`config.mk`:
```
export PLATFORM = sky130hd
export DESIGN_NAME = fpw_top
export DESIGN_NICKNAME = d
export VERILOG_FILES = /design/src/pkg/fpw_pkg.sv /design/src/pkg/fpw_tick_if.sv /design/src/fpw_prescaler.sv /design/src/fpw_top.sv
export VERILOG_INCLUDE_DIRS = /design/src /design/src/pkg
export SDC_FILE = /design/constraint.sdc
export NUM_CORES = 1
export LEC_CHECK = 0
export ABC_CLOCK_PERIOD_IN_PS = 4600
export BUFFER_PORTS_ARGS = -buffer_cell sky130_fd_sc_hd__buf_2
export CORE_ASPECT_RATIO = 0.5
export CORE_UTILIZATION = 25
export DETAILED_ROUTE_END_ITERATION = 8
export HOLD_SLACK_MARGIN = 0.05
export SYNTH_ARGS = -nofsm -noshare
export SYNTH_HDL_FRONTEND = slang
export SYNTH_SLANG_ARGS = --single-unit
```
`constraint.sdc`:
```
create_clock -name i_clock -period 4.6 [get_ports i_clock]
set_input_delay 0.23 -clock i_clock [delete_from_list [all_inputs] [get_ports i_clock]]
set_output_delay 0.23 -clock i_clock [all_outputs]
set_load 0.005 [all_outputs]
```
`src/pkg/fpw_cfg.svh`:
```
// Offsets, reset values, field positions and timing figures of the watchdog
`ifndef FPW_CFG_SVH
`define FPW_CFG_SVH

// Register offsets on the register port
`define FPW_OFF_MULT 16'h0400
`define FPW_OFF_PDI_TIME 16'h0410
`define FPW_OFF_BUS_TIME 16'h0420
`define FPW_OFF_SAFE_VAL 16'h0430
`define FPW_OFF_STATUS 16'h0440

// Reset values: 2498 and 1000 give a 100 ms timeout
`define FPW_RST_MULT 16'h09C2
`define FPW_RST_TIME 16'h03E8
`define FPW_RST_SAFE 4'h0

// Status register bit positions
`define FPW_ST_PDI_BIT 0
`define FPW_ST_BUS_BIT 1

// Prescaler: one watchdog tick is (multiplier + 2) base ticks of 40 ns
`define FPW_MULT_OFFSET 23'h000002
`define FPW_BASE_TICK_NS 23'h000028
`define FPW_CLK_PERIOD_NS 32'h00000032

// Indicator timing: 50 ms slots, 24 slots per pattern, 4 slots per flash
`define FPW_LED_SLOT_NS 32'h02FAF080
`define FPW_LED_SLOTS 5'h18
`define FPW_FLASH_SLOTS 5'h04

`endif

```
`src/pkg/fpw_pkg.sv`:
```
// Types shared by the watchdog modules
package fpw_pkg;

    // State machine state as reported by the slave controller, Gray coded
    typedef enum logic [2:0] {
        FPW_ESM_INIT = 3'h0,
        FPW_ESM_PREOP = 3'h1,
        FPW_ESM_SAFEOP = 3'h3,
        FPW_ESM_OP = 3'h2,
        FPW_ESM_BOOT = 3'h6
    } fpw_esm_t;

    // All state of the prescaler
    typedef struct packed {
        logic [22:0] acc;
        logic tick;
    } fpw_pre_st_t;

    // All state of the watchdog top
    typedef struct packed {
        logic [15:0] mult;
        logic [15:0] pdi_time;
        logic [15:0] bus_time;
        logic [3:0] safe_val;
        logic [15:0] pdi_elapsed;
        logic [15:0] bus_elapsed;
        logic pdi_fired;
        logic bus_fired;
        logic [19:0] led_cnt;
        logic [4:0] led_slot;
        logic run_led;
        logic [3:0] out_data;
        logic [3:0] chan_led;
        logic [15:0] rdata;
        logic rvalid;
    } fpw_top_st_t;

endpackage : fpw_pkg

```
`src/pkg/fpw_tick_if.sv`:
```
// Carrier between the top and the shared prescaler
`timescale 1ns/10ps
interface fpw_tick_if;
    logic [15:0] mult; // Shared multiplier value
    logic tick; // One-cycle pulse per watchdog tick

    modport src (input mult, output tick);
    modport user (output mult, input tick);
endinterface : fpw_tick_if

```
`src/fpw_prescaler.sv`:
```
// Shared prescaler that turns the system clock into watchdog ticks
`timescale 1ns/10ps
`include "fpw_cfg.svh"
module fpw_prescaler
    import fpw_pkg::*;
(
    input wire logic i_clock,
    input wire logic i_sys_rst,
    fpw_tick_if.src tick_bus
);

    fpw_pre_st_t st_reg; // Registered state
    fpw_pre_st_t st_next; // Next state
    logic [22:0] tick_ns; // Length of one watchdog tick in ns
    logic [22:0] sum_ns; // Accumulated time after this clock
    logic [22:0] diff_ns; // Remainder after a tick
    logic [22:0] clk_ns; // Clock period in ns

    assign clk_ns = 23'(`FPW_CLK_PERIOD_NS);
    assign tick_bus.tick = st_reg.tick;

    // The clock is not a multiple of 40 ns, so time is kept in ns and
    // the remainder carried; the long-run rate is exact, jitter one clock
    always_comb
    begin
        st_next = st_reg;
        st_next.tick = 1'b0;
        tick_ns = (23'(tick_bus.mult) + `FPW_MULT_OFFSET)
            * `FPW_BASE_TICK_NS;
        sum_ns = st_reg.acc + clk_ns;
        diff_ns = sum_ns - tick_ns;
        if (sum_ns >= tick_ns)
        begin
            st_next.tick = 1'b1;
            // A shrunk multiplier must not leave a backlog of ticks
            st_next.acc = (diff_ns < clk_ns) ? diff_ns : 23'h000000;
        end
        else
        begin
            st_next.acc = sum_ns;
        end
    end

    // State register
    always_ff @(posedge i_clock or posedge i_sys_rst)
    begin
        if (i_sys_rst)
        begin
            st_reg <= '0;
        end
        else
        begin
            st_reg <= st_next;
        end
    end
endmodule : fpw_prescaler

```
`src/fpw_top.sv`:
```
// Bus-side and process-interface watchdogs with safe outputs and indicators
`timescale 1ns/10ps
`include "fpw_cfg.svh"
module fpw_top
    import fpw_pkg::*;
#(
    // Clock cycles per 50 ms indicator slot
    parameter int unsigned P_LED_SLOT_CYCLES =
        `FPW_LED_SLOT_NS / `FPW_CLK_PERIOD_NS
)
(
    input wire logic i_clock,
    input wire logic i_sys_rst,
    input wire logic i_reg_wr,
    input wire logic i_reg_rd,
    input wire logic [15:0] i_reg_addr,
    input wire logic [15:0] i_reg_wdata,
    output logic [15:0] o_reg_rdata,
    output logic o_reg_rvalid,
    input wire logic i_pd_exchange,
    input wire logic i_pdi_access,
    input wire logic [2:0] i_esm_state,
    input wire logic [3:0] i_out_data,
    output logic [3:0] o_out_data,
    output logic [3:0] o_chan_led,
    output logic o_run_led,
    output logic o_bus_wd_expired,
    output logic o_pdi_wd_expired
);

    fpw_top_st_t st_reg; // Registered state
    fpw_top_st_t st_next; // Next state
    fpw_esm_t esm; // Decoded slave state
    logic [16:0] pdi_step; // Next fired flag and count, interface side
    logic [16:0] bus_step; // Next fired flag and count, bus side
    logic force_safe; // Outputs must show the safe value
    logic slot_end; // Last cycle of an indicator slot

    fpw_tick_if tick_bus (); // Link to the shared prescaler

    // Address match, used by both the write and the read decode
    function automatic logic fpw_hit(input logic [15:0] addr,
        input logic [15:0] off);
        return addr == off;
    endfunction : fpw_hit

    // One watchdog step: a restart zeroes the count and clears the flag;
    // a zero limit stops counting; the flag holds until the next restart
    function automatic logic [16:0] fpw_wd_step(input logic restart,
        input logic tick, input logic [15:0] limit,
        input logic [15:0] elapsed, input logic fired);
        logic [15:0] e_next;
        logic f_next;
        e_next = elapsed;
        f_next = fired;
        if (restart)
        begin
            // Restart wins; the count cannot expire in the same cycle
            e_next = 16'h0000;
            f_next = 1'b0;
        end
        else if (tick && (limit != 16'h0000) && !fired)
        begin
            e_next = elapsed + 16'h0001;
            // Greater-or-equal also catches a limit lowered below the count
            if (e_next >= limit)
            begin
                f_next = 1'b1;
            end
        end
        return {f_next, e_next};
    endfunction : fpw_wd_step

    // Shared prescaler, one tick stream for both watchdogs
    fpw_prescaler fpw_prescaler_inst (
        .i_clock (i_clock),
        .i_sys_rst (i_sys_rst),
        .tick_bus (tick_bus.src)
    );

    assign tick_bus.mult = st_reg.mult;
    assign esm = fpw_esm_t'(i_esm_state);
    assign slot_end = (st_reg.led_cnt == 20'(P_LED_SLOT_CYCLES - 1));

    // Outputs straight from the state register
    assign o_reg_rdata = st_reg.rdata;
    assign o_reg_rvalid = st_reg.rvalid;
    assign o_out_data = st_reg.out_data;
    assign o_chan_led = st_reg.chan_led;
    assign o_run_led = st_reg.run_led;
    assign o_bus_wd_expired = st_reg.bus_fired;
    assign o_pdi_wd_expired = st_reg.pdi_fired;

    // Watchdog steps; a 16-bit count of ticks up to 65537 x 40 ns each
    // reaches roughly 172 s, the full range of both registers
    assign pdi_step = fpw_wd_step(i_pdi_access, tick_bus.tick,
        st_reg.pdi_time, st_reg.pdi_elapsed, st_reg.pdi_fired);
    assign bus_step = fpw_wd_step(i_pd_exchange, tick_bus.tick,
        st_reg.bus_time, st_reg.bus_elapsed, st_reg.bus_fired);

    // Safe outputs on any expiry and in every state short of operational
    assign force_safe = st_reg.bus_fired || st_reg.pdi_fired
        || (esm != FPW_ESM_OP);

    // Next-state logic: registers, watchdogs, indicators and outputs
    always_comb
    begin
        st_next = st_reg;
        st_next.rvalid = 1'b0;

        // Register writes; settings keep their value unless written
        if (i_reg_wr)
        begin
            if (fpw_hit(i_reg_addr, `FPW_OFF_MULT))
            begin
                st_next.mult = i_reg_wdata;
            end
            else if (fpw_hit(i_reg_addr, `FPW_OFF_PDI_TIME))
            begin
                st_next.pdi_time = i_reg_wdata;
            end
            else if (fpw_hit(i_reg_addr, `FPW_OFF_BUS_TIME))
            begin
                st_next.bus_time = i_reg_wdata;
            end
            else if (fpw_hit(i_reg_addr, `FPW_OFF_SAFE_VAL))
            begin
                st_next.safe_val = i_reg_wdata[3:0];
            end
        end

        // Register reads, answered one cycle later; unmapped reads zero
        if (i_reg_rd)
        begin
            st_next.rvalid = 1'b1;
            if (fpw_hit(i_reg_addr, `FPW_OFF_MULT))
            begin
                st_next.rdata = st_reg.mult;
            end
            else if (fpw_hit(i_reg_addr, `FPW_OFF_PDI_TIME))
            begin
                st_next.rdata = st_reg.pdi_time;
            end
            else if (fpw_hit(i_reg_addr, `FPW_OFF_BUS_TIME))
            begin
                st_next.rdata = st_reg.bus_time;
            end
            else if (fpw_hit(i_reg_addr, `FPW_OFF_SAFE_VAL))
            begin
                st_next.rdata = {12'h000, st_reg.safe_val};
            end
            else if (fpw_hit(i_reg_addr, `FPW_OFF_STATUS))
            begin
                st_next.rdata = 16'h0000;
                st_next.rdata[`FPW_ST_PDI_BIT] = st_reg.pdi_fired;
                st_next.rdata[`FPW_ST_BUS_BIT] = st_reg.bus_fired;
            end
            else
            begin
                st_next.rdata = 16'h0000;
            end
        end

        // Watchdog counters and sticky expiry flags; only an exchange
        // clears the bus flag, and a zero timer keeps it from rising
        st_next.pdi_fired = pdi_step[16];
        st_next.pdi_elapsed = pdi_step[15:0];
        st_next.bus_fired = bus_step[16];
        st_next.bus_elapsed = bus_step[15:0];

        // Expiry flags and forces the safe value; the state input is read here, never changed

        // Indicator slot timer
        if (slot_end)
        begin
            st_next.led_cnt = 20'h00000;
            if (st_reg.led_slot == (`FPW_LED_SLOTS - 5'h01))
            begin
                st_next.led_slot = 5'h00;
            end
            else
            begin
                st_next.led_slot = st_reg.led_slot + 5'h01;
            end
        end
        else
        begin
            st_next.led_cnt = st_reg.led_cnt + 20'h00001;
        end

        // Run indicator pattern per slave state
        case (esm)
            FPW_ESM_INIT: st_next.run_led = 1'b0;
            FPW_ESM_PREOP: st_next.run_led = !st_reg.led_slot[2];
            FPW_ESM_SAFEOP:
                st_next.run_led = st_reg.led_slot < `FPW_FLASH_SLOTS;
            FPW_ESM_OP: st_next.run_led = 1'b1;
            FPW_ESM_BOOT: st_next.run_led = st_reg.led_slot[0];
            default: st_next.run_led = 1'b0;
        endcase

        // Outputs and their channel indicators
        if (force_safe)
        begin
            st_next.out_data = st_reg.safe_val;
        end
        else
        begin
            st_next.out_data = i_out_data;
        end
        st_next.chan_led = st_next.out_data;
    end

    // State register; settings come out of reset at their defaults
    always_ff @(posedge i_clock or posedge i_sys_rst)
    begin
        if (i_sys_rst)
        begin
            st_reg <= '0;
            st_reg.mult <= `FPW_RST_MULT;
            st_reg.pdi_time <= `FPW_RST_TIME;
            st_reg.bus_time <= `FPW_RST_TIME;
            st_reg.safe_val <= `FPW_RST_SAFE;
        end
        else
        begin
            st_reg <= st_next;
        end
    end
endmodule : fpw_top

```
==> key figures <==
Clock network
  • CTS root buffer: clkbuf_16
  • Clock transition at the registers of the reported paths: 0.07 ns
  • Total CTS buffers: 17
  • Clock latency on the worst-skew pair: 0.44 ns
  • CTS tree: done
  • Max clock buf depth: 2
  • Htree depth: 4
  • CTS Sinks: 156

Detailed routing
  • Remaining DRCs: 0
  • Aggregate routed wire length: 26000 µm
  • Routed wire length per instance: 13.7 µm
  • TritonRoute pass-1 iters: 7
  • Routed Antenna Nets: 0
  • Vias per cell: 4.51
  • Vias: 8601
  • Initial DRC Count: 504

Synth
  • Synth Area in Simple Gates: 19.7%
  • Cells after synthesis: 1174
  • Post-synthesis xor/xnor area fraction: 10.1%
  • Sequential area share after synthesis: 36.8%
  • Top FF cell, synth: dfrtp_1
  • Post-synthesis mux area share: 5.35%
  • Compound-gate portion of the synthesized area: 11.6%
  • Ys Warns: 0
  • Post-Syn Area: 0.0107 mm²
  • Syn_area_per_cell: 9.08 µm²
  • Synth top area share: 32.6%
  • Yosys top cell by area: dfrtp_1
  • Synthesis-stage register bit count: 156
  • Synth cell count leaders: 139 x dfrtp_1, 107 x nand2_1, 105 x nor2_1
  • Synth area leaders: dfrtp_1 33%, ha_1 10%, xor2_1 5.8%
  • Distinct cells, synth: 62
  • Syn nets: 1309
  • Top-count cell post-synth: dfrtp_1
  • EDFF count, synth: 0
  • Post-synthesis async set-or-reset flop share: 100%
  • Main combinational cell family by area after synthesis: simple AND/OR/NAND/NOR gates
  • Synth Area in Adders: 10.7%

Global routing
  • First-pass GRT wire length: 43600 µm
  • Gr ovfl total: 0
  • Pin count of the biggest net entering global routing: 77
  • Antenna violations before repair: 1
  • Vias in the first global route: 8641
  • All-layer global routing usage: 12.4%

STA
  • RSZ-0062 raised after global routing: yes
  • Final setup vio count: 5
  • Max-slew violation count: 0
  • Worst-Margin Slew: 0.940 ns
  • Setup Skew: 0.0132 ns
  • Min cycle time layout: 4.88 ns
  • Slew HR: 37.3%
  • Tcrit/Tclk final: 106%
  • Hold Fails Final Rpt: 0
  • Worst setup margin: -0.280 ns
  • Fmax: 205 MHz

Die
  • CORE AREA: 0.0420 mm²
  • Die area: 0.0435 mm²
  • Row Count: 53
  • Starting density of the core: 25.4%
  • Die X: 294 µm
  • Die height: 148 µm
  • Top Ports: 73

Setup path
  • CP endpoint kind: flop
  • Startpoint types: flop
  • Data required, critical path: 4.96 ns
  • Crit path max fanout: 5
  • Crit Path Category: reg2reg
  • Worst Path Arrival: 5.24 ns

Placement
  • IO Port Bufs: 72
  • Hpwl dp: 20100 µm
  • Routability cong.: 0.869
  • Placed cells: 1866

Finish
  • Diodes inserted: 0
  • Max reg flops: 93
  • Layout cells sized above 1: 22.6%
  • Final #Nets: 1453
  • Area Growth Syn to Fin: 22.7%
  • Cell Count, Final, Fillers Out: 1907

Run status
  • Failing checks: setup timing
  • Outcome: complete, but fails checks

Power
  • Worst vdd ir: 0.000276 V
  • Final Power: 4.25 mW
  • Power Density: 325 mW/mm²
  • P_leak: 6.50 nW

Min path
  • Type of the tightest min-delay check: in2reg

Run
  • Number of max-cap violations: 0
-- layer usage --
layer  up-vias  GRT usage, %  routed length, µm
li1       4359             -                  -
met1      4105          15.8              12300
met2        95          21.1              12500
met3        40          2.35                613
met4         2          4.43                596
met5         -             0                 13
-- final cells by class --
cell class | count | area (µm²)
clock inverters | 11 | 131
multi-input cells | 886 | 6330
fillers | 4418 | 29000
well taps | 577 | 722
inverters | 71 | 272
repair buffers | 186 | 1250
flip-flops and latches | 156 | 3930
clock buffers | 20 | 457
-- cell families after synthesis --
| kind of cell | Yosys count |
|---|---|
| AO/OA/AOI/OAI | 201 |
| multiplexers | 51 |
| flip-flops | 156 |
| AND/OR/NAND/NOR | 421 |
| XOR/XNOR | 123 |
| adder cells (fa/ha/maj) | 90 |
| buffers and inverters | 132 |
-- per-stage QoR --
step	setup slack, ns	TNS (ns)	hold WS (ns)	cell area [µm²]	util [%]
5_1_grt	-0.585	-7.00	0.0547	13100	31.1
3_3_place_gp	-0.326	-1.84	0.398	12300	29.2
6_report	-0.280	-1.26	0.0599	13100	31.1
3_5_place_dp	-0.393	-3.27	0.396	12300	29.2
2_1_floorplan	-0.208	-0.827	0.261	10800	-
4_1_cts	-0.275	-1.37	0.0521	13000	31.0
-- power breakdown --
group	leakage, nW	internal, mW	switching [mW]
clock network	0.285	0.832	0.605
logic	4.24	0.557	0.784
registers	1.98	1.43	0.0462
-- what timing repair did --
item                       in CTS  in global routing
hold buffers                    9                  0
setup endpoints to repair      23                 23
hold endpoints to repair       75                  0
pin swaps                      21                 11
resized for setup               8                 14
buffers inserted                1                  0
-- layout by cell type, fill, tap and decap left out, drive strengths merged, types with 5 or more instances in the layout --
cell type / synthesis / final
a31oi: 9 / 9
nand3: 44 / 44
mux2i: 21 / 21
o22ai: 16 / 16
nand2: 107 / 107
clkbuf: 25 / 20
and3: 26 / 26
inv: 71 / 75
o21ai: 65 / 65
a21oi: 54 / 54
nand2b: 23 / 23
a21o: 20 / 20
nor2b: 25 / 25
xnor2: 52 / 52
or3: 10 / 10
o211ai: 5 / 5
mux2: 28 / 28
dfrtp: 139 / 139
buf: 36 / 177
nor4: 14 / 14
nand4: 26 / 26
dlygate4sd3: 0 / 9
or2: 5 / 5
ha: 88 / 88
nor3b: 6 / 6
nor2: 106 / 106
dfstp: 17 / 17
xor2: 71 / 71
nor3: 11 / 11
-- critical path: stages (launching register included) --
cell and delay [ns]:
dfstp_2 0.58, ha_4 0.17, nand3_4 0.13, nor2_2 0.14
xor2_1 0.19, ha_1 0.26, ha_2 0.20, or3_4 0.37
o211ai_1 0.23, a31oi_1 0.14, a21o_1 0.19, a21oi_2 0.14
xor2_1 0.16, ha_1 0.29, a21oi_2 0.19, nor2_1 0.07
nor4_2 0.28, nand4_1 0.13, or4_1 0.43, nor3_2 0.16
nand4_1 0.16, o31ai_2 0.19
-- worst paths after layout --
kind                       depth (start not counted)             start  slack [ns]                      endpoint
setup / recovery                                  21  tick_bus.mult[1]       -0.28  fpw_prescaler_inst.st_reg[2]
hold / removal                                     3   i_reg_wdata[13]        0.06                   st_reg[118]
setup reg to reg                                  21  tick_bus.mult[1]       -0.28  fpw_prescaler_inst.st_reg[2]
hold reg to reg                                    1        st_reg[42]        0.49                    st_reg[42]
max in group asynchronous                          4         i_sys_rst        3.10                    st_reg[80]
min in group asynchronous                          3         i_sys_rst        0.46                    st_reg[29]
Power figures use the tool's default switching activity.
